`src/psp_pkg.sv`:
```
// Constants, register map and types of the power stage PWM input unit.
package psp_pkg;
  // ********************************************************************
  // Register bus and map
  // ********************************************************************
  localparam int          DATA_W      = 16;
  localparam int          ADDR_W      = 8;
  localparam logic [7:0]  ADR_CTRL    = 8'h00;
  localparam logic [7:0]  ADR_ON_A    = 8'h04;
  localparam logic [7:0]  ADR_ON_B    = 8'h08;
  localparam logic [7:0]  ADR_DEAD_A  = 8'h0c;
  localparam logic [7:0]  ADR_DEAD_B  = 8'h10;
  localparam logic [7:0]  ADR_CYC_B   = 8'h14;
  localparam logic [7:0]  ADR_INP_A   = 8'h18;
  localparam logic [7:0]  ADR_INP_B   = 8'h1c;
  localparam logic [7:0]  ADR_STATUS  = 8'h20;
  // Control register fields.
  localparam int          CTRL_RUN    = 0;
  localparam int          CTRL_ENH    = 1;
  localparam int          CTRL_RAMP_L = 2;
  localparam int          CTRL_RAMP_H = 3;
  // Input control register fields.
  localparam int          IN_MODE_L   = 0;
  localparam int          IN_MODE_H   = 3;
  localparam int          IN_POL      = 4;
  localparam int          IN_FILT     = 5;
  localparam int          IN_SRC      = 6;
  localparam int          IN_AKILL    = 7;
  localparam int          IN_FAULT    = 8;
  localparam int          IN_EDGE     = 9;
  localparam int          IN_W        = 10;
  // Status field and cycle B divider fields; writing one to STS_HALT releases a halt.
  localparam int          STS_HALT    = 0;
  localparam int          FRAC_L      = 12;
  localparam int          FRAC_H      = 15;
  // ********************************************************************
  // Timing and encodings
  // ********************************************************************
  localparam int          CNT_W       = 12;
  localparam int          FRAME_LEN   = 16;
  localparam int          FRAME_W     = 4;
  localparam int          FILTER_LEN  = 4;
  localparam logic [1:0]  RAMP_ONE    = 2'h0;
  localparam logic [1:0]  RAMP_TWO    = 2'h1;
  localparam logic [1:0]  RAMP_FOUR   = 2'h2;
  localparam logic [1:0]  RAMP_CENTER = 2'h3;
  localparam logic [3:0]  MODE_NONE   = 4'h0;
  localparam logic [3:0]  MODE_LAST   = 4'h9;
  localparam logic [3:0]  MODE_BURST  = 4'h3;
  localparam logic [3:0]  MODE_BLANK  = 4'h4;
  localparam logic [3:0]  MODE_HALT   = 4'h7;
  localparam logic [3:0]  MODE_14     = 4'he;
  typedef enum logic [4:0] {
    PH_IDLE   = 5'h01,
    PH_DEAD_A = 5'h02,
    PH_ON_A   = 5'h04,
    PH_DEAD_B = 5'h08,
    PH_ON_B   = 5'h10
  } psp_phase_type;
endpackage

```
`src/psp_pwm_unit.sv`:
```
// Two-output complementary PWM generator with enhanced resolution and input units.
`timescale 1ns/1ns
// ********************************************************************
// Overview of operation
// - Outputs active for twelve-bit on-time counts.
// - Dead-times separate phases; cycle sums four counts.
// - Enhanced mode adds one count in A phase.
// - Frames of sixteen; divider sets lengthened count.
// - Divider factor is top four bits, cycle B.
// - Lengthened cycles spread evenly over the frame.
// - Each half has retrigger-or-fault input unit.
// - Center-aligned mode ignores retrigger inputs.
// - Two/four ramp retrigger jumps to opposite half.
// - One ramp retrigger resets counter to zero.
// - Input A ends output A; off/level/edge.
// - Input B ends output B; same options.
// - Source is comparator or external pin.
// - Optional four-cycle digital input filter.
// - Async kill drops outputs without clock.
// - Polarity bit selects rising/high or falling/low.
// - Two/four ramp: input only in own half, except mode 4 blanking.
// - One ramp: inputs act over whole ramp.
// - Four-bit mode field; reserved codes defined.
// - Mode 4 blanks outputs, timing unchanged.
// - Mode 7 halts until software releases.
// - Level modes 3 and 4 allow bursts.
// ********************************************************************
module psp_pwm_unit (
  // Clock and reset
  input  wire logic                       clk_sys,
  input  wire logic                       rst_n,
  // Register port
  input  wire logic [psp_pkg::ADDR_W-1:0] regAddr,
  input  wire logic [psp_pkg::DATA_W-1:0] regWdata,
  input  wire logic                       regWr,
  input  wire logic                       regRd,
  output logic      [psp_pkg::DATA_W-1:0] regRdata,
  // Trip sources, index 0 is half A
  input  wire logic [1:0]                 external_trip_pin,
  input  wire logic [1:0]                 comparatorOut,
  // Power stage outputs
  output logic                            pwm_out_a,
  output logic                            pwm_out_b
);
  // ********************************************************************
  // Registers
  // ********************************************************************
  logic [psp_pkg::DATA_W-1:0]  ctrl;
  logic [psp_pkg::CNT_W-1:0]   on_time_a;
  logic [psp_pkg::CNT_W-1:0]   on_time_b;
  logic [psp_pkg::CNT_W-1:0]   dead_time_a;
  logic [psp_pkg::CNT_W-1:0]   dead_time_b;
  logic [psp_pkg::DATA_W-1:0]  cycEndB;
  logic [psp_pkg::IN_W-1:0]    input_ctrl [2];
  logic                        halted;
  logic                        clearHalt;
  logic                        haltReq;
  logic                        runOn;
  logic                        enhanced;
  logic [1:0]                  rampMode;
  logic [psp_pkg::FRAME_W-1:0] fracDiv;

  assign runOn     = ctrl[psp_pkg::CTRL_RUN];
  assign enhanced  = ctrl[psp_pkg::CTRL_ENH];
  assign rampMode  = ctrl[psp_pkg::CTRL_RAMP_H:psp_pkg::CTRL_RAMP_L];
  assign fracDiv   = cycEndB[psp_pkg::FRAC_H:psp_pkg::FRAC_L];
  assign clearHalt = regWr && regAddr == psp_pkg::ADR_STATUS
                     && regWdata[psp_pkg::STS_HALT];

  always_ff @(posedge clk_sys or negedge rst_n) begin
    if (!rst_n) begin
      ctrl        <= '0;
      on_time_a   <= '0;
      on_time_b   <= '0;
      dead_time_a <= '0;
      dead_time_b <= '0;
      cycEndB     <= '0;
      input_ctrl  <= '{default: '0};
    end else if (regWr) begin
      case (regAddr)
        psp_pkg::ADR_CTRL:   ctrl        <= regWdata;
        psp_pkg::ADR_ON_A:   on_time_a   <= regWdata[psp_pkg::CNT_W-1:0];
        psp_pkg::ADR_ON_B:   on_time_b   <= regWdata[psp_pkg::CNT_W-1:0];
        psp_pkg::ADR_DEAD_A: dead_time_a <= regWdata[psp_pkg::CNT_W-1:0];
        psp_pkg::ADR_DEAD_B: dead_time_b <= regWdata[psp_pkg::CNT_W-1:0];
        psp_pkg::ADR_CYC_B:  cycEndB     <= regWdata;
        psp_pkg::ADR_INP_A:  input_ctrl[0] <= regWdata[psp_pkg::IN_W-1:0];
        psp_pkg::ADR_INP_B:  input_ctrl[1] <= regWdata[psp_pkg::IN_W-1:0];
        default: ;
      endcase
    end
  end

  // Halt holds until software writes the release bit; a new halt wins.
  always_ff @(posedge clk_sys or negedge rst_n) begin
    if (!rst_n) begin
      halted <= 1'b0;
    end else if (haltReq) begin
      halted <= 1'b1;
    end else if (clearHalt) begin
      halted <= 1'b0;
    end
  end

  // ********************************************************************
  // Input units, one per half
  // ********************************************************************
  psp_pkg::psp_phase_type phase;
  logic [1:0] rawActive;
  logic [1:0] level;
  logic [1:0] event_;
  logic [1:0] inWindow;
  logic [1:0] modeValid;
  logic [1:0] retrig;
  logic [1:0] faultJump;
  logic [1:0] haltHit;
  logic [1:0] gateOwn;
  logic [1:0] gateAll;

  for (genvar h = 0; h < 2; h++) begin : g_input
    logic [psp_pkg::FILTER_LEN-1:0] shiftIn;
    logic                           filtered;
    logic                           levelPrev;
    logic [3:0]                     mode;
    logic                           src;

    assign mode = input_ctrl[h][psp_pkg::IN_MODE_H:psp_pkg::IN_MODE_L];
    assign src  = input_ctrl[h][psp_pkg::IN_SRC] ? comparatorOut[h]
                                                 : external_trip_pin[h];
    assign rawActive[h] = input_ctrl[h][psp_pkg::IN_POL] ? src : ~src;

    always_ff @(posedge clk_sys or negedge rst_n) begin
      if (!rst_n) begin
        shiftIn   <= '0;
        filtered  <= 1'b0;
        levelPrev <= 1'b0;
      end else begin
        shiftIn   <= {shiftIn[psp_pkg::FILTER_LEN-2:0], rawActive[h]};
        if (&shiftIn) begin
          filtered <= 1'b1;
        end else if (~|shiftIn) begin
          filtered <= 1'b0;
        end
        levelPrev <= level[h];
      end
    end

    assign level[h]  = input_ctrl[h][psp_pkg::IN_FILT] ? filtered : rawActive[h];
    assign event_[h] = input_ctrl[h][psp_pkg::IN_EDGE] ? (level[h] && !levelPrev)
                                                       : level[h];
    // Reserved codes fall outside both valid ranges and do nothing.
    assign modeValid[h] = (mode != psp_pkg::MODE_NONE && mode <= psp_pkg::MODE_LAST)
                          || mode == psp_pkg::MODE_14;
    assign inWindow[h] = (rampMode == psp_pkg::RAMP_ONE) ? 1'b1
                       : (h == 0) ? (phase == psp_pkg::PH_DEAD_A || phase == psp_pkg::PH_ON_A)
                                  : (phase == psp_pkg::PH_DEAD_B
                                     || phase == psp_pkg::PH_ON_B);
    assign retrig[h] = event_[h] && inWindow[h] && modeValid[h]
                       && !input_ctrl[h][psp_pkg::IN_FAULT]
                       && rampMode != psp_pkg::RAMP_CENTER;
    assign haltHit[h] = event_[h] && inWindow[h] && input_ctrl[h][psp_pkg::IN_FAULT]
                        && mode == psp_pkg::MODE_HALT;
    assign faultJump[h] = event_[h] && inWindow[h] && modeValid[h]
                          && input_ctrl[h][psp_pkg::IN_FAULT]
                          && mode != psp_pkg::MODE_HALT
                          && mode != psp_pkg::MODE_BLANK;
    assign gateAll[h] = level[h] && input_ctrl[h][psp_pkg::IN_FAULT]
                        && mode == psp_pkg::MODE_BLANK;
    assign gateOwn[h] = level[h] && input_ctrl[h][psp_pkg::IN_FAULT]
                        && mode == psp_pkg::MODE_BURST;
  end

  assign haltReq = |haltHit;

  // ********************************************************************
  // Waveform sequencer
  // ********************************************************************
  logic [psp_pkg::CNT_W:0]     cnt;
  logic [psp_pkg::CNT_W:0]     phaseLen;
  logic [psp_pkg::FRAME_W-1:0] frameIdx;
  logic [psp_pkg::FRAME_W-1:0] frameRev;
  logic                        extra;
  logic                        lastCnt;
  logic                        jumpToB;
  logic                        jumpToA;
  logic                        restart;

  // Bit-reversed cycle index below d marks the spread-out long cycles.
  assign frameRev = {frameIdx[0], frameIdx[1], frameIdx[2], frameIdx[3]};
  assign extra    = enhanced && (frameRev < fracDiv);

  always_comb begin
    case (phase)
      psp_pkg::PH_DEAD_A: phaseLen = {1'b0, dead_time_a};
      psp_pkg::PH_ON_A:   phaseLen = {1'b0, on_time_a} + {{psp_pkg::CNT_W{1'b0}}, extra};
      psp_pkg::PH_DEAD_B: phaseLen = {1'b0, dead_time_b};
      psp_pkg::PH_ON_B:   phaseLen = {1'b0, on_time_b};
      default:            phaseLen = '0;
    endcase
  end

  // A zero count still spends one clock in its phase.
  assign lastCnt = (cnt + 1'b1) >= phaseLen;
  assign restart = (rampMode == psp_pkg::RAMP_ONE) && (|retrig || |faultJump);
  assign jumpToB = !restart && (retrig[0] || faultJump[0]);
  assign jumpToA = !restart && (retrig[1] || faultJump[1]);

  always_ff @(posedge clk_sys or negedge rst_n) begin
    if (!rst_n) begin
      phase    <= psp_pkg::PH_IDLE;
      cnt      <= '0;
      frameIdx <= '0;
    end else if (!runOn || halted || haltReq) begin
      phase    <= psp_pkg::PH_IDLE;
      cnt      <= '0;
      frameIdx <= '0;
    end else if (restart) begin
      phase    <= psp_pkg::PH_DEAD_A;
      cnt      <= '0;
      frameIdx <= frameIdx + 1'b1;
    end else if (jumpToB) begin
      phase <= psp_pkg::PH_DEAD_B;
      cnt   <= '0;
    end else if (jumpToA) begin
      phase    <= psp_pkg::PH_DEAD_A;
      cnt      <= '0;
      frameIdx <= frameIdx + 1'b1;
    end else begin
      case (phase)
        psp_pkg::PH_IDLE: begin
          phase <= psp_pkg::PH_DEAD_A;
          cnt   <= '0;
        end
        psp_pkg::PH_DEAD_A: begin
          cnt   <= lastCnt ? '0 : cnt + 1'b1;
          phase <= lastCnt ? psp_pkg::PH_ON_A : psp_pkg::PH_DEAD_A;
        end
        psp_pkg::PH_ON_A: begin
          cnt   <= lastCnt ? '0 : cnt + 1'b1;
          phase <= lastCnt ? psp_pkg::PH_DEAD_B : psp_pkg::PH_ON_A;
        end
        psp_pkg::PH_DEAD_B: begin
          cnt   <= lastCnt ? '0 : cnt + 1'b1;
          phase <= lastCnt ? psp_pkg::PH_ON_B : psp_pkg::PH_DEAD_B;
        end
        psp_pkg::PH_ON_B: begin
          cnt   <= lastCnt ? '0 : cnt + 1'b1;
          phase <= lastCnt ? psp_pkg::PH_DEAD_A : psp_pkg::PH_ON_B;
          if (lastCnt) begin
            frameIdx <= frameIdx + 1'b1;
          end
        end
        default: begin
          phase <= psp_pkg::PH_IDLE;
          cnt   <= '0;
        end
      endcase
    end
  end

  // ********************************************************************
  // Outputs and read port
  // ********************************************************************
  logic outA;
  logic outB;
  logic killAny;

  always_ff @(posedge clk_sys or negedge rst_n) begin
    if (!rst_n) begin
      outA <= 1'b0;
      outB <= 1'b0;
    end else begin
      outA <= phase == psp_pkg::PH_ON_A && !jumpToB && !restart
              && !(|gateAll) && !gateOwn[0];
      outB <= phase == psp_pkg::PH_ON_B && !jumpToA && !restart
              && !(|gateAll) && !gateOwn[1];
    end
  end

  // The kill path bypasses every flip-flop, so it works with the clock stopped.
  assign killAny = (input_ctrl[0][psp_pkg::IN_AKILL] && rawActive[0])
                   || (input_ctrl[1][psp_pkg::IN_AKILL] && rawActive[1]);
  assign pwm_out_a = outA && !killAny;
  assign pwm_out_b = outB && !killAny;

  always_ff @(posedge clk_sys or negedge rst_n) begin
    if (!rst_n) begin
      regRdata <= '0;
    end else if (regRd) begin
      case (regAddr)
        psp_pkg::ADR_CTRL:   regRdata <= ctrl;
        psp_pkg::ADR_ON_A:   regRdata <= {4'h0, on_time_a};
        psp_pkg::ADR_ON_B:   regRdata <= {4'h0, on_time_b};
        psp_pkg::ADR_DEAD_A: regRdata <= {4'h0, dead_time_a};
        psp_pkg::ADR_DEAD_B: regRdata <= {4'h0, dead_time_b};
        psp_pkg::ADR_CYC_B:  regRdata <= cycEndB;
        psp_pkg::ADR_INP_A:  regRdata <= {6'h00, input_ctrl[0]};
        psp_pkg::ADR_INP_B:  regRdata <= {6'h00, input_ctrl[1]};
        psp_pkg::ADR_STATUS: regRdata <= {frameIdx, level, phase, 4'h0, halted};
        default:             regRdata <= '0;
      endcase
    end else begin
      regRdata <= '0;
    end
  end

  // ********************************************************************
  // Checks
  // ********************************************************************
  property p_out_a_phase;
    @(posedge clk_sys) disable iff (!rst_n)
    outA |-> $past(phase) == psp_pkg::PH_ON_A;
  endproperty
  a_out_a_phase: assert property (p_out_a_phase) else $error("A active outside on-time A");

  property p_no_overlap;
    @(posedge clk_sys) disable iff (!rst_n)
    !(outA && outB);
  endproperty
  a_no_overlap: assert property (p_no_overlap) else $error("outputs overlap");

  property p_dead_to_on;
    @(posedge clk_sys) disable iff (!rst_n)
    (phase == psp_pkg::PH_DEAD_A && lastCnt && runOn && !halted && !haltReq
     && !restart && !jumpToB && !jumpToA) |=> phase == psp_pkg::PH_ON_A && cnt == 0;
  endproperty
  a_dead_to_on: assert property (p_dead_to_on) else $error("dead-time A end wrong");

  property p_extra_len;
    @(posedge clk_sys) disable iff (!rst_n)
    phase == psp_pkg::PH_ON_A |-> phaseLen == {1'b0, on_time_a} + (enhanced
      && frameRev < fracDiv ? 13'h0001 : 13'h0000);
  endproperty
  a_extra_len: assert property (p_extra_len) else $error("extra count wrong");

  property p_frame_wrap;
    @(posedge clk_sys) disable iff (!rst_n)
    (frameIdx == 4'hf && phase == psp_pkg::PH_ON_B && lastCnt && runOn && !halted
     && !haltReq && !restart && !jumpToB && !jumpToA) |=> frameIdx == 4'h0;
  endproperty
  a_frame_wrap: assert property (p_frame_wrap) else $error("frame did not wrap");

  property p_center_ignore;
    @(posedge clk_sys) disable iff (!rst_n)
    (rampMode == psp_pkg::RAMP_CENTER) |-> !(|retrig);
  endproperty
  a_center_ignore: assert property (p_center_ignore) else $error("retrigger in center");

  property p_retrig_jump;
    @(posedge clk_sys) disable iff (!rst_n)
    (retrig[0] && rampMode != psp_pkg::RAMP_ONE && runOn && !halted && !haltReq)
      |=> phase == psp_pkg::PH_DEAD_B && cnt == 0 ##1 !outA;
  endproperty
  a_retrig_jump: assert property (p_retrig_jump) else $error("retrigger A no jump");

  property p_one_ramp;
    @(posedge clk_sys) disable iff (!rst_n)
    (restart && runOn && !halted && !haltReq) |=> phase == psp_pkg::PH_DEAD_A && cnt == 0;
  endproperty
  a_one_ramp: assert property (p_one_ramp) else $error("one ramp no reset");

  property p_halt;
    @(posedge clk_sys) disable iff (!rst_n)
    haltReq |=> halted ##1 (!outA && !outB && phase == psp_pkg::PH_IDLE);
  endproperty
  a_halt: assert property (p_halt) else $error("halt not taken");

  property p_blank;
    @(posedge clk_sys) disable iff (!rst_n)
    (|gateAll) |=> !outA && !outB;
  endproperty
  a_blank: assert property (p_blank) else $error("mode 4 did not blank");
endmodule

```
`config.mk`:
```
export PLATFORM = sky130hd
export DESIGN_NAME = psp_pwm_unit
export DESIGN_NICKNAME = d
export VERILOG_FILES = /design/src/psp_pkg.sv /design/src/psp_pwm_unit.sv
export SDC_FILE = /design/constraint.sdc
export NUM_CORES = 1
export LEC_CHECK = 0
export BUFFER_PORTS_ARGS = -buffer_cell sky130_fd_sc_hd__clkbuf_2
export CAP_MARGIN = 15
export CORE_ASPECT_RATIO = 0.7
export CORE_MARGIN = 2
export CORE_UTILIZATION = 61
export DETAILED_ROUTE_END_ITERATION = 10
export PLACE_DENSITY_LB_ADDON = 0.3
export RECOVER_POWER = 25
export SLEW_MARGIN = 20
export SYNTH_ARGS = -nofsm -noshare
export SYNTH_HDL_FRONTEND = slang
export SYNTH_SLANG_ARGS = --single-unit
```
`constraint.sdc`:
```
create_clock -name clk_sys -period 4.8 [get_ports clk_sys]
set_input_delay 0.48 -clock clk_sys [delete_from_list [all_inputs] [get_ports clk_sys]]
set_output_delay 0.48 -clock clk_sys [all_outputs]
set_load 0.1 [all_outputs]
```
==> run metrics, run 1 <==
status finished, violations left; failing checks capacitance limit, slew limit; WHS Endpoint ctrl[14]$_DFFE_PN0P_; largest net degree at the start of global routing 55; clock buffer depth 2; Worst Min Path Start regWdata[14]; syn_area_per_cell 11.52 um^2; Pint 2.102 mW; Netlist Area Pre-Place 0.008026 mm^2; register area 0.003830 mm^2; Total Neg Setup Slack 0 ps; critical path class reg -> reg; CTS Root Cell clkbuf_16; EDFF count, synth 0; die area 0.01411 mm^2; routability cong. 0.9729; GR peak layer met2; Tcrit/Tclk final 0.9432; Max Cap Viol 1; Starting Density 0.6171; Worst Clk Skew 10.31 ps; pwr/cell area 321.2 mW/mm^2; # diodes 0; M3 GR Usage 0.09399; post-synth cell types 75; sequential share of the synthesized area 0.4772; Post-synth ARST share 1.000; final WL 22920 um; Worst R2R Start cycEndB[13]$_DFFE_PN0P_; Synth area leaders dfrtp_1, mux2_2, ha_1; net total in the final layout 786; CTS sink cnt 153; Via Count 6363; final cell count without fillers 913; cells after synthesis 697; antenna violations before repair 0; GRT met2 Usage 0.5049; CP Capture Type flop; flops & latches, synth 153; post-route ant nets 0; top_reg_cell synth dfrtp_1; first-pass detailed-route iteration total 7; Startpoint Class flop; number of global-route vias before repair 6348; io pins 50; Setup violations, final 0; critical path arrival 4880 ps; R2R depth 20; overall routing resource usage 0.3358; met1 GRT Util 0.4790; min Tclk post-route 4527 ps; DR iter-0 viols 738; global-route wire length before repair 35560 um; Slew Limit Fails 51; worst hold path class in -> reg; Sw Pwr 0.7865 mW; flop-to-flop setup slack 270 ps; Post-route DRC 0; fin util 0.6914; Slew HR -0.7679; synthesized netlist net count 749; Clk pwr share 0.455; r2r endpoint frameIdx[2]$_DFFE_PN0P_; GRT overflow 0; critical path required time 5150 ps; wire per inst 25.10 um; Die X 141.1 um; endpoints failing hold 0; Yosys top cell by area dfrtp_1; share of layout cells above drive strength 1 0.2758; Flop pwr share 0.483; final hold slack 294.7 ps; Design Power 2.888 mW; Die Span Y 99.97 um; VDD IR max 0.2303 mV; CTS Buf Count 17; core area 0.01301 mm^2; Cells after DPL 878; slew of the pin with the lowest slew margin 2652 ps; Worst Hold Depth 2; Detailed Place HPWL 15810 um; Synthesis Warnings 0; Critical Path Fanout Max 5; fmax 220.9 MHz; CTS clk-pin slew, worst paths 70 ps; via/cell ratio 6.969; Area growth, synth to finish 12.03%; fill cell count 963; Pleak 4.050 nW; Gate power share 0.062; H-tree Lvls 4; top-area cell type share of the netlist area 0.4739; worst skew pair latency 440 ps; RSZ-0062 raised after global routing no; IO buf count 49; row count 35; CTS tree yes; Multi-input gate area 0.004034 mm^2; switching share of power 0.2723
layout make-up:
cell class / count / area share
clock inverter: 15 / 0.01753
tap: 166 / 0.02310
clock buffer: 17 / 0.04731
multi-input combinational: 493 / 0.4486
inverter: 9 / 0.003757
sequential: 153 / 0.4259
timing repair buffer: 60 / 0.03381
power groups by stage:
| stage | registers [mW] | clock network, mW | logic [mW] |
|---|---|---|---|
| finish | 1.39 | 1.31 | 0.180 |
| CTS | 1.39 | 1.31 | 0.181 |
| global placement | 1.41 | 0 | 0.171 |
| detailed placement | 1.41 | 0 | 0.178 |
| global route | 1.40 | 1.36 | 0.197 |
| floorplan | 1.39 | 0 | 0.105 |
layer usage:
layer  vias to the layer above  wire length [um]
met1                      3192              9644
met2                       390             10140
li1                       2732                 -
met4                         0               518
met5                         -                 0
met3                        49              2616
sequential cells by signal, summed over array words and instances (netlist names):
register           flops
halted                 1
dead_time_b           12
frameIdx               4
ctrl                  16
outB                   1
g_input.filtered       2
on_time_b             12
outA                   1
g_input.mode           8
phase                  5
cycEndB               16
input_ctrl            12
dead_time_a           12
on_time_a             12
g_input.shiftIn        8
cnt                   13
regRdata              16
g_input.levelPrev      2
worst max-delay path, stage by stage (launching register included):
cell and delay [ps]:
dfrtp_1 380, inv_1 60, ha_1 300, a21oi_1 160, nor2b_1 60, o21ai_1 140
and3b_1 200, ha_1 190, ha_1 180, and3_1 200, and3_1 230, and3_1 210
xor2_1 140, a21boi_0 130, ha_1 420, nand4_1 140, nor4_2 70, a211oi_1 520
a31oi_4 210, o31ai_1 270, mux2i_1 220
cells in the mapped netlist, types with 5 or more instances:
library cell and number:
a222oi_1 17, clkbuf_1 24, and2_1 5, xor2_1 11
mux2_2 96, a21oi_1 9, nand2b_1 7, o21ai_0 19
dfrtp_1 152, nand4_1 6, nor2_1 23, nor3_2 7
nor3b_2 7, a21boi_0 5, a211oi_1 5, a31oi_1 14
and3_1 17, inv_1 9, a22o_1 10, nor3_1 10
ha_1 20, nand2_1 48, nand3_1 26, xnor2_1 15
or3_1 6, a221oi_1 10, a22oi_1 21, buf_2 12
mux2i_1 10
logic make-up after synthesis:
group                    after synthesis  synth area share
buffers and inverters                 51           0.02915
flip-flops                           153            0.4772
multiplexers                         111            0.1545
adder cells (fa/ha/maj)               20           0.03118
AND/OR/NAND/NOR                      189            0.1353
AO/OA/AOI/OAI                        147            0.1443
XOR/XNOR                              26           0.02837
metrics by stage:
| stage | setup slack, ps | area, um^2 |
|---|---|---|
| 2_1_floorplan | 861.9 | 8026 |
| 3_3_place_gp | 524.2 | 8352 |
| 3_5_place_dp | 301.9 | 8352 |
| 4_1_cts | 209.1 | 8945 |
| 5_1_grt | 13.13 | 8992 |
| 6_report | 272.5 | 8992 |
worst max-delay path by stage:
stage,end,depth (start not counted),from,slack [ps]
CTS,frameIdx[2]$_DFFE_PN0P_,20,cycEndB[13]$_DFFE_PN0P_,210
global placement,cnt[2]$_DFF_PN0_,19,frameIdx[2]$_DFFE_PN0P_,520
global route,cnt[12]$_DFF_PN0_,20,frameIdx[2]$_DFFE_PN0P_,10
detailed placement,frameIdx[2]$_DFFE_PN0P_,19,frameIdx[2]$_DFFE_PN0P_,300
floorplan,cnt[4]$_DFF_PN0_,19,frameIdx[2]$_DFFE_PN0P_,860
finish,frameIdx[2]$_DFFE_PN0P_,20,cycEndB[13]$_DFFE_PN0P_,270
timing repair:
action	4_1_cts	5_1_grt
resized for setup	0	12
endpoints found under the setup margin	0	19
hold endpoints to repair	29	0
hold buffers	1	0
setup buffers	0	2
cell usage in the layout, fill, tap and decap left out, types with 8 or more instances in the layout:
| cell | n |
|---|---|
| mux2_2 | 96 |
| nand3_1 | 26 |
| mux2i_1 | 11 |
| o21ai_0 | 18 |
| a221oi_1 | 9 |
| a22oi_1 | 21 |
| clkbuf_16 | 17 |
| nor2_1 | 23 |
| xor2_1 | 11 |
| a31oi_1 | 12 |
| nand2_1 | 48 |
| buf_4 | 8 |
| inv_1 | 9 |
| a222oi_1 | 17 |
| dfrtp_1 | 152 |
| and3_1 | 17 |
| nor3_1 | 10 |
| clkbuf_1 | 17 |
| ha_1 | 20 |
| xnor2_1 | 15 |
| a21oi_1 | 9 |
| a22o_1 | 10 |
| clkbuf_2 | 34 |
(Power assumes the default switching activity.)
==> run 2, diff against run 1 <==
CELL_PAD_IN_SITES_DETAIL_PLACEMENT = 1   (was default)
CELL_PAD_IN_SITES_GLOBAL_PLACEMENT = 1   (was default)
CORE_UTILIZATION = 50   (was 61)
==> run metrics, run 2 (synthesized netlist as in run 1, its figures left out) <==
Pint 2.082 mW (-0.94%); fmax 217.7 MHz (-1.4%); global-route wire length before repair 39620 um (+11%); fill cell count 1615 (+68%); Sw Pwr 0.7659 mW (-2.6%); via/cell ratio 6.855 (-1.6%); Critical Path Fanout Max 4 (-1); Worst Hold Depth 2 (unchanged); IO buf count 49 (unchanged); Clk pwr share 0.443 (-0.012); Worst Setup SP cycEndB[13]$_DFFE_PN0P_; Multi-input gate area 0.004043 mm^2 (+0.22%); Largest regs ctrl (16), cycEndB (16), regRdata (16); Pleak 4.121 nW (+1.8%); R2R depth 19 (-5.0%); final WL 26480 um (+16%); Slew Limit Fails 54 (+5.9%); net total in the final layout 790 (+0.51%); overall routing resource usage 0.3164 (-0.01941); failing checks capacitance limit, slew limit; commonest non-fill, non-tap cells in the layout dfrtp_1, mux2_2, clkbuf_2; GRT overflow 0 (unchanged); Worst R2R Start cycEndB[13]$_DFFE_PN0P_; worst hold path class in -> reg; wire per inst 27.87 um (+11%); final hold slack 294.1 ps (-0.5340 ps); Starting Density 0.5147 (-0.1024); routability cong. 0.9611 (-1.2%); r2r endpoint frameIdx[3]$_DFFE_PN0P_; largest net degree at the start of global routing 65 (+18%); Final Worst Setup Slack 206.5 ps (-65.99 ps); core area 0.01560 mm^2 (+20%); slew of the pin with the lowest slew margin 2926 ps (+273.9 ps); pwr/cell area 314.6 mW/mm^2 (-2.0%); Max Cap Viol 1 (unchanged); Setup violations, final 0 (unchanged); Detailed Place HPWL 18290 um (+16%); CTS sink cnt 153 (unchanged); share of layout cells above drive strength 1 0.3053 (+0.02956); first-pass detailed-route iteration total 6 (-1); Die Span Y 110.0 um (+10%); number of global-route vias before repair 6705 (+5.6%); critical path arrival 4950 ps (+70 ps); min Tclk post-route 4593 ps (+65.99 ps); worst skew pair latency 440 ps (about the same); Post-CTS Hold Buffers 0 (-1); CTS Buf Count 17 (unchanged); Worst Min Path Start regWdata[13]; die area 0.01710 mm^2 (+21%); DP Worst Slack 162.9 ps (-139.0 ps); Flop pwr share 0.490 (+0.007); CP Capture Type flop; Die X 155.4 um (+10%); flop-to-flop setup slack 210 ps (-70 ps); most common cell after layout, fill and taps aside dfrtp_1; WHS Endpoint ctrl[13]$_DFFE_PN0P_; Tcrit/Tclk final 0.9570 (+0.01375); Gate power share 0.068 (+0.006); endpoints failing hold 0 (unchanged); Total Neg Setup Slack 0 ps (unchanged); post-route ant nets 0 (unchanged); CTS clk-pin slew, worst paths 70 ps (about the same); Via Count 6512 (+2.3%); row count 38 (+8.6%); VDD IR max 0.1663 mV (-28%); H-tree Lvls 4 (unchanged); Area growth, synth to finish 12.78%; Slew HR -0.9505 (-0.1826); switching share of power 0.2689 (-0.003372); CTS tree yes; CTS Root Cell clkbuf_16; DR iter-0 viols 802 (+8.7%); clock buffer depth 2 (unchanged); # diodes 0 (unchanged); Worst Clk Skew 11.51 ps (+1.200 ps); register area 0.003830 mm^2 (unchanged); Startpoint Class flop; Post-route DRC 0 (unchanged); io pins 50 (unchanged); critical path class reg -> reg; critical path required time 5160 ps (about the same); status finished, violations left; antenna violations before repair 1 (+1)
-- run 2: changes by cell type in the layout (fill, tap and decap cells not counted), moves of 2 or more --
| cell | delta |
|---|---|
| inv_8 | -3 |
| clkinv_8 | -3 |
| buf_4 | +6 |
| clkbuf_1 | -16 |
| clkinv_4 | +3 |
| inv_6 | +2 |
| clkbuf_2 | +15 |
-- run 2: area by class of cell --
class,instances,share of cell area
clock buffer,17,0.04699
clock inverter,14,0.01285
inverter,9,0.003732
multi-input combinational,493,0.4466
sequential,153,0.4231
tap,200,0.02764
timing repair buffer,64,0.03912
-- run 2: stage by stage --
step,utilization,std cells,area (um^2),power (mW)
detailed placement,0.5402,916,8424,1.604
CTS,0.5749,947,8966,2.854
global route,0.5805,950,9052,2.934
finish,0.5805,950,9052,2.848
floorplan,-,697,8026,1.498
global placement,0.5402,916,8424,1.587
-- run 2: worst max path at each step --
stage,endpoint,slack [ps],cells after the start
finish,frameIdx[3]$_DFFE_PN0P_,210,19
floorplan,cnt[4]$_DFF_PN0_,860,19
detailed placement,cnt[3]$_DFF_PN0_,160,20
CTS,cnt[3]$_DFF_PN0_,70,21
global placement,cnt[2]$_DFF_PN0_,380,19
global route,frameIdx[3]$_DFFE_PN0P_,-90,19
-- run 2: what timing repair did --
action	4_1_cts	5_1_grt
setup endpoints to repair	0	20
buffers inserted	0	3
resized for setup	0	14
-- run 2: critical path, stage by stage, from the launching register on --
cell and delay [ps]:
dfrtp_1 380, inv_1 70, ha_1 290, a21oi_1 130, nor2b_1 60, o21ai_1 160, and3b_1 190, ha_1 190
ha_1 190, and3_1 210, and3_1 240, and3_1 220, nand4_1 160, ha_1 400, nand2_1 100, or3_1 510
a211oi_4 390, o31ai_2 170, a31oi_2 260, mux2i_1 200
-- run 2: routing by layer --
layer / wire (um) / global-route usage
met5: 0 / 0
met4: 645 / 0.09633
met3: 2778 / 0.09617
met2: 11930 / 0.4883
met1: 11130 / 0.4342
-- run 2: power groups by stage --
stage	sequential [mW]	combinational (mW)	clock [mW]
2_1_floorplan	1.39	0.105	0
3_3_place_gp	1.41	0.177	0
3_5_place_dp	1.41	0.189	0
4_1_cts	1.39	0.192	1.27
5_1_grt	1.40	0.208	1.33
6_report	1.40	0.192	1.26
==> run 3, diff against run 2 <==
CORE_ASPECT_RATIO = 0.5   (was 0.7)
CORE_MARGIN = default   (was 2)
GPL_TIMING_DRIVEN = 0   (was default)
==> run metrics, run 3 (synthesized netlist as in run 1, its figures left out) <==
largest net degree at the start of global routing 59 (-9.2%); Largest regs ctrl (16), cycEndB (16), regRdata (16); overall routing resource usage 0.3413 (+0.02494); Startpoint Class flop; CTS Root Cell clkbuf_16; Starting Density 0.5167 (+0.001990); routability cong. 0.9191 (-4.4%); CTS sink cnt 153 (unchanged); DR iter-0 viols 867 (+8.1%); pwr/cell area 319.7 mW/mm^2 (+1.6%); clock buffer depth 2 (unchanged); final WL 27630 um (+4.3%); switching share of power 0.2623 (-0.006638); via/cell ratio 6.774 (-1.2%); DP Worst Slack -356.6 ps (-519.5 ps); Clk pwr share 0.463 (+0.020); Crit path max-delay family simple AND/OR/NAND/NOR gates; Sw Pwr 0.7789 mW (+1.7%); slew of the pin with the lowest slew margin 2190 ps (-735.8 ps); post-route ant nets 0 (unchanged); CTS Buf Count 17 (unchanged); WP buf/inv 0 (-1); worst hold path class in -> reg; first-pass detailed-route iteration total 7 (+1); slowest stage delay, CP 570 ps (+60 ps); core area 0.01553 mm^2 (-0.39%); critical path class reg -> reg; Via Count 6679 (+2.6%); fill cell count 1649 (+2.1%); Setup violations, final 0 (unchanged); status finished, violations left; fmax 212.3 MHz (-2.5%); CTS tree yes; GRT overflow 0 (unchanged); final hold slack 286.9 ps (-7.253 ps); Critical Path Fanout Max 5 (+1); Slew HR -0.4600 (+0.4905); worst skew pair latency 430 ps (about the same); wire per inst 28.02 um (+0.53%); min Tclk post-route 4710 ps (+116.7 ps); Die Span Y 91.59 um (-17%); Slew Limit Fails 99 (+83%); final cell count without fillers 986 (+3.8%); io pins 50 (unchanged); Worst path slowest cell a21boi_0; Die X 181.2 um (+17%); net total in the final layout 821 (+3.9%); failing checks capacitance limit, slew limit; most common cell after layout, fill and taps aside dfrtp_1; Final Worst Setup Slack 89.89 ps (-116.7 ps); critical path arrival 5020 ps (+70 ps); CP Capture Type flop; Area growth, synth to finish 15.73%; CTS clk-pin slew, worst paths 70 ps (about the same); Post-route DRC 0 (unchanged); H-tree Lvls 4 (unchanged); VDD IR max 0.2131 mV (+28%); Cell Chain, Critical Path ha_1 -> a21oi_1 -> nor2b_1 -> o21ai_1 -> and3b_2 -> ha_2 -> and4_1 -> and3_1 -> nand2_1 -> xnor2_1 -> a21boi_0 -> ha_1 -> nor3_1 -> or3_4 -> a211o_1 -> and4_1 -> o2111ai_1 -> a21oi_1; row count 32 (-16%); global-route wire length before repair 41540 um (+4.8%); Pleak 4.193 nW (+1.8%); Cells after DPL 950 (+3.7%); number of global-route vias before repair 6839 (+2.0%); endpoints failing hold 0 (unchanged); Detailed Place HPWL 18920 um (+3.5%); Flop pwr share 0.470 (-0.020); Worst Clk Skew 11.90 ps (+0.3837 ps); flop-to-flop setup slack 90 ps (-120 ps); Gate power share 0.067 (about the same); share of layout cells above drive strength 1 0.3124 (+0.007087); commonest non-fill, non-tap cells in the layout dfrtp_1, mux2_2, nand2_1, clkbuf_2, nand3_1; critical path required time 5110 ps (-50 ps); Pint 2.190 mW (+5.2%); Max Cap Viol 2 (+1); antenna violations before repair 0 (-1); Tcrit/Tclk final 0.9813 (+0.02430); die area 0.01659 mm^2 (-2.9%); IO buf count 47 (-4.1%)
-- run 3: cell count changes in the layout (fill, tap and decap cells not counted), moves of 3 or more --
| cell | change |
|---|---|
| buf_6 | +3 |
| buf_2 | +12 |
| clkbuf_1 | +24 |
| buf_4 | -10 |
-- run 3: repair_timing --
item,in CTS,in global routing
endpoints found under the hold margin,38,0
setup buffers,0,3
pin swaps,1,3
resized for setup,14,13
endpoints found under the setup margin,21,21
cloned,0,0
hold buffers,1,0
-- run 3: worst reg2reg max path, stage by stage (launching register included) --
cell and delay (ps):
dfrtp_2 490, ha_1 310, a21oi_1 120, nor2b_1 60, o21ai_1 120, and3b_2 250, ha_2 210, and4_1 220
and3_1 250, nand2_1 100, xnor2_1 130, a21boi_0 570, ha_1 330, nor3_1 80, or3_4 410, a211o_1 340
and4_1 230, o2111ai_1 260, a21oi_1 110
-- run 3: path summary, 6_finish.rpt --
kind                                            startpoint                              end  depth (start not counted)
min in group asynchronous                            rst_n  g_input[1].filtered$_DFFE_PN0P_                          2
setup / recovery                   frameIdx[2]$_DFFE_PN0P_               phase[3]$_DFF_PN0_                         18
max in group asynchronous                            rst_n          frameIdx[1]$_DFFE_PN0P_                          3
setup reg to reg                   frameIdx[2]$_DFFE_PN0P_               phase[3]$_DFF_PN0_                         18
hold reg to reg            g_input[1].shiftIn[1]$_DFF_PN0_  g_input[1].shiftIn[2]$_DFF_PN0_                          0
hold / removal                                regWdata[12]          cycEndB[12]$_DFFE_PN0P_                          2
-- run 3: stage by stage --
step                      power, mW  setup TNS, ps  area [um^2]  utilization
after detailed placement      1.607          -5294         8581       0.5524
after global placement        1.587          -2508         8517       0.5482
final                         2.969              0         9289       0.5979
after global routing          3.047         -101.2         9286       0.5978
after CTS                     2.968         -59.20         9241       0.5949
after floorplan               1.498              0         8026            -
-- run 3: power groups by stage --
stage	clock [mW]	sequential [mW]	combinational, mW
2_1_floorplan	0	1.39	0.105
4_1_cts	1.38	1.39	0.198
5_1_grt	1.44	1.40	0.212
6_report	1.37	1.40	0.199
3_3_place_gp	0	1.41	0.176
3_5_place_dp	0	1.41	0.193
-- run 3: per-layer routing --
metal  vias to the layer above  track usage  part of all wire
met5                         -            0                 0
met4                         0      0.08969             0.018
met3                        56      0.09306             0.090
met2                       363       0.5417              0.46
met1                      3467       0.4615              0.43
li1                       2793            -                 -
-- run 3: cell type report --
cell class                      count  area (um^2)  area share
Clock buffer                       17        425.4     0.04580
Clock inverter                     14        162.7     0.01751
Sequential cell                   153         3832      0.4126
Antenna cell                        1        2.502   0.0002694
Timing Repair Buffer               53        299.0     0.03219
Multi-Input combinational cell    493         4078      0.4390
Tap cell                          204        255.2     0.02748
Inverter                            9        33.78    0.003637
Buffer                             42        200.2     0.02155
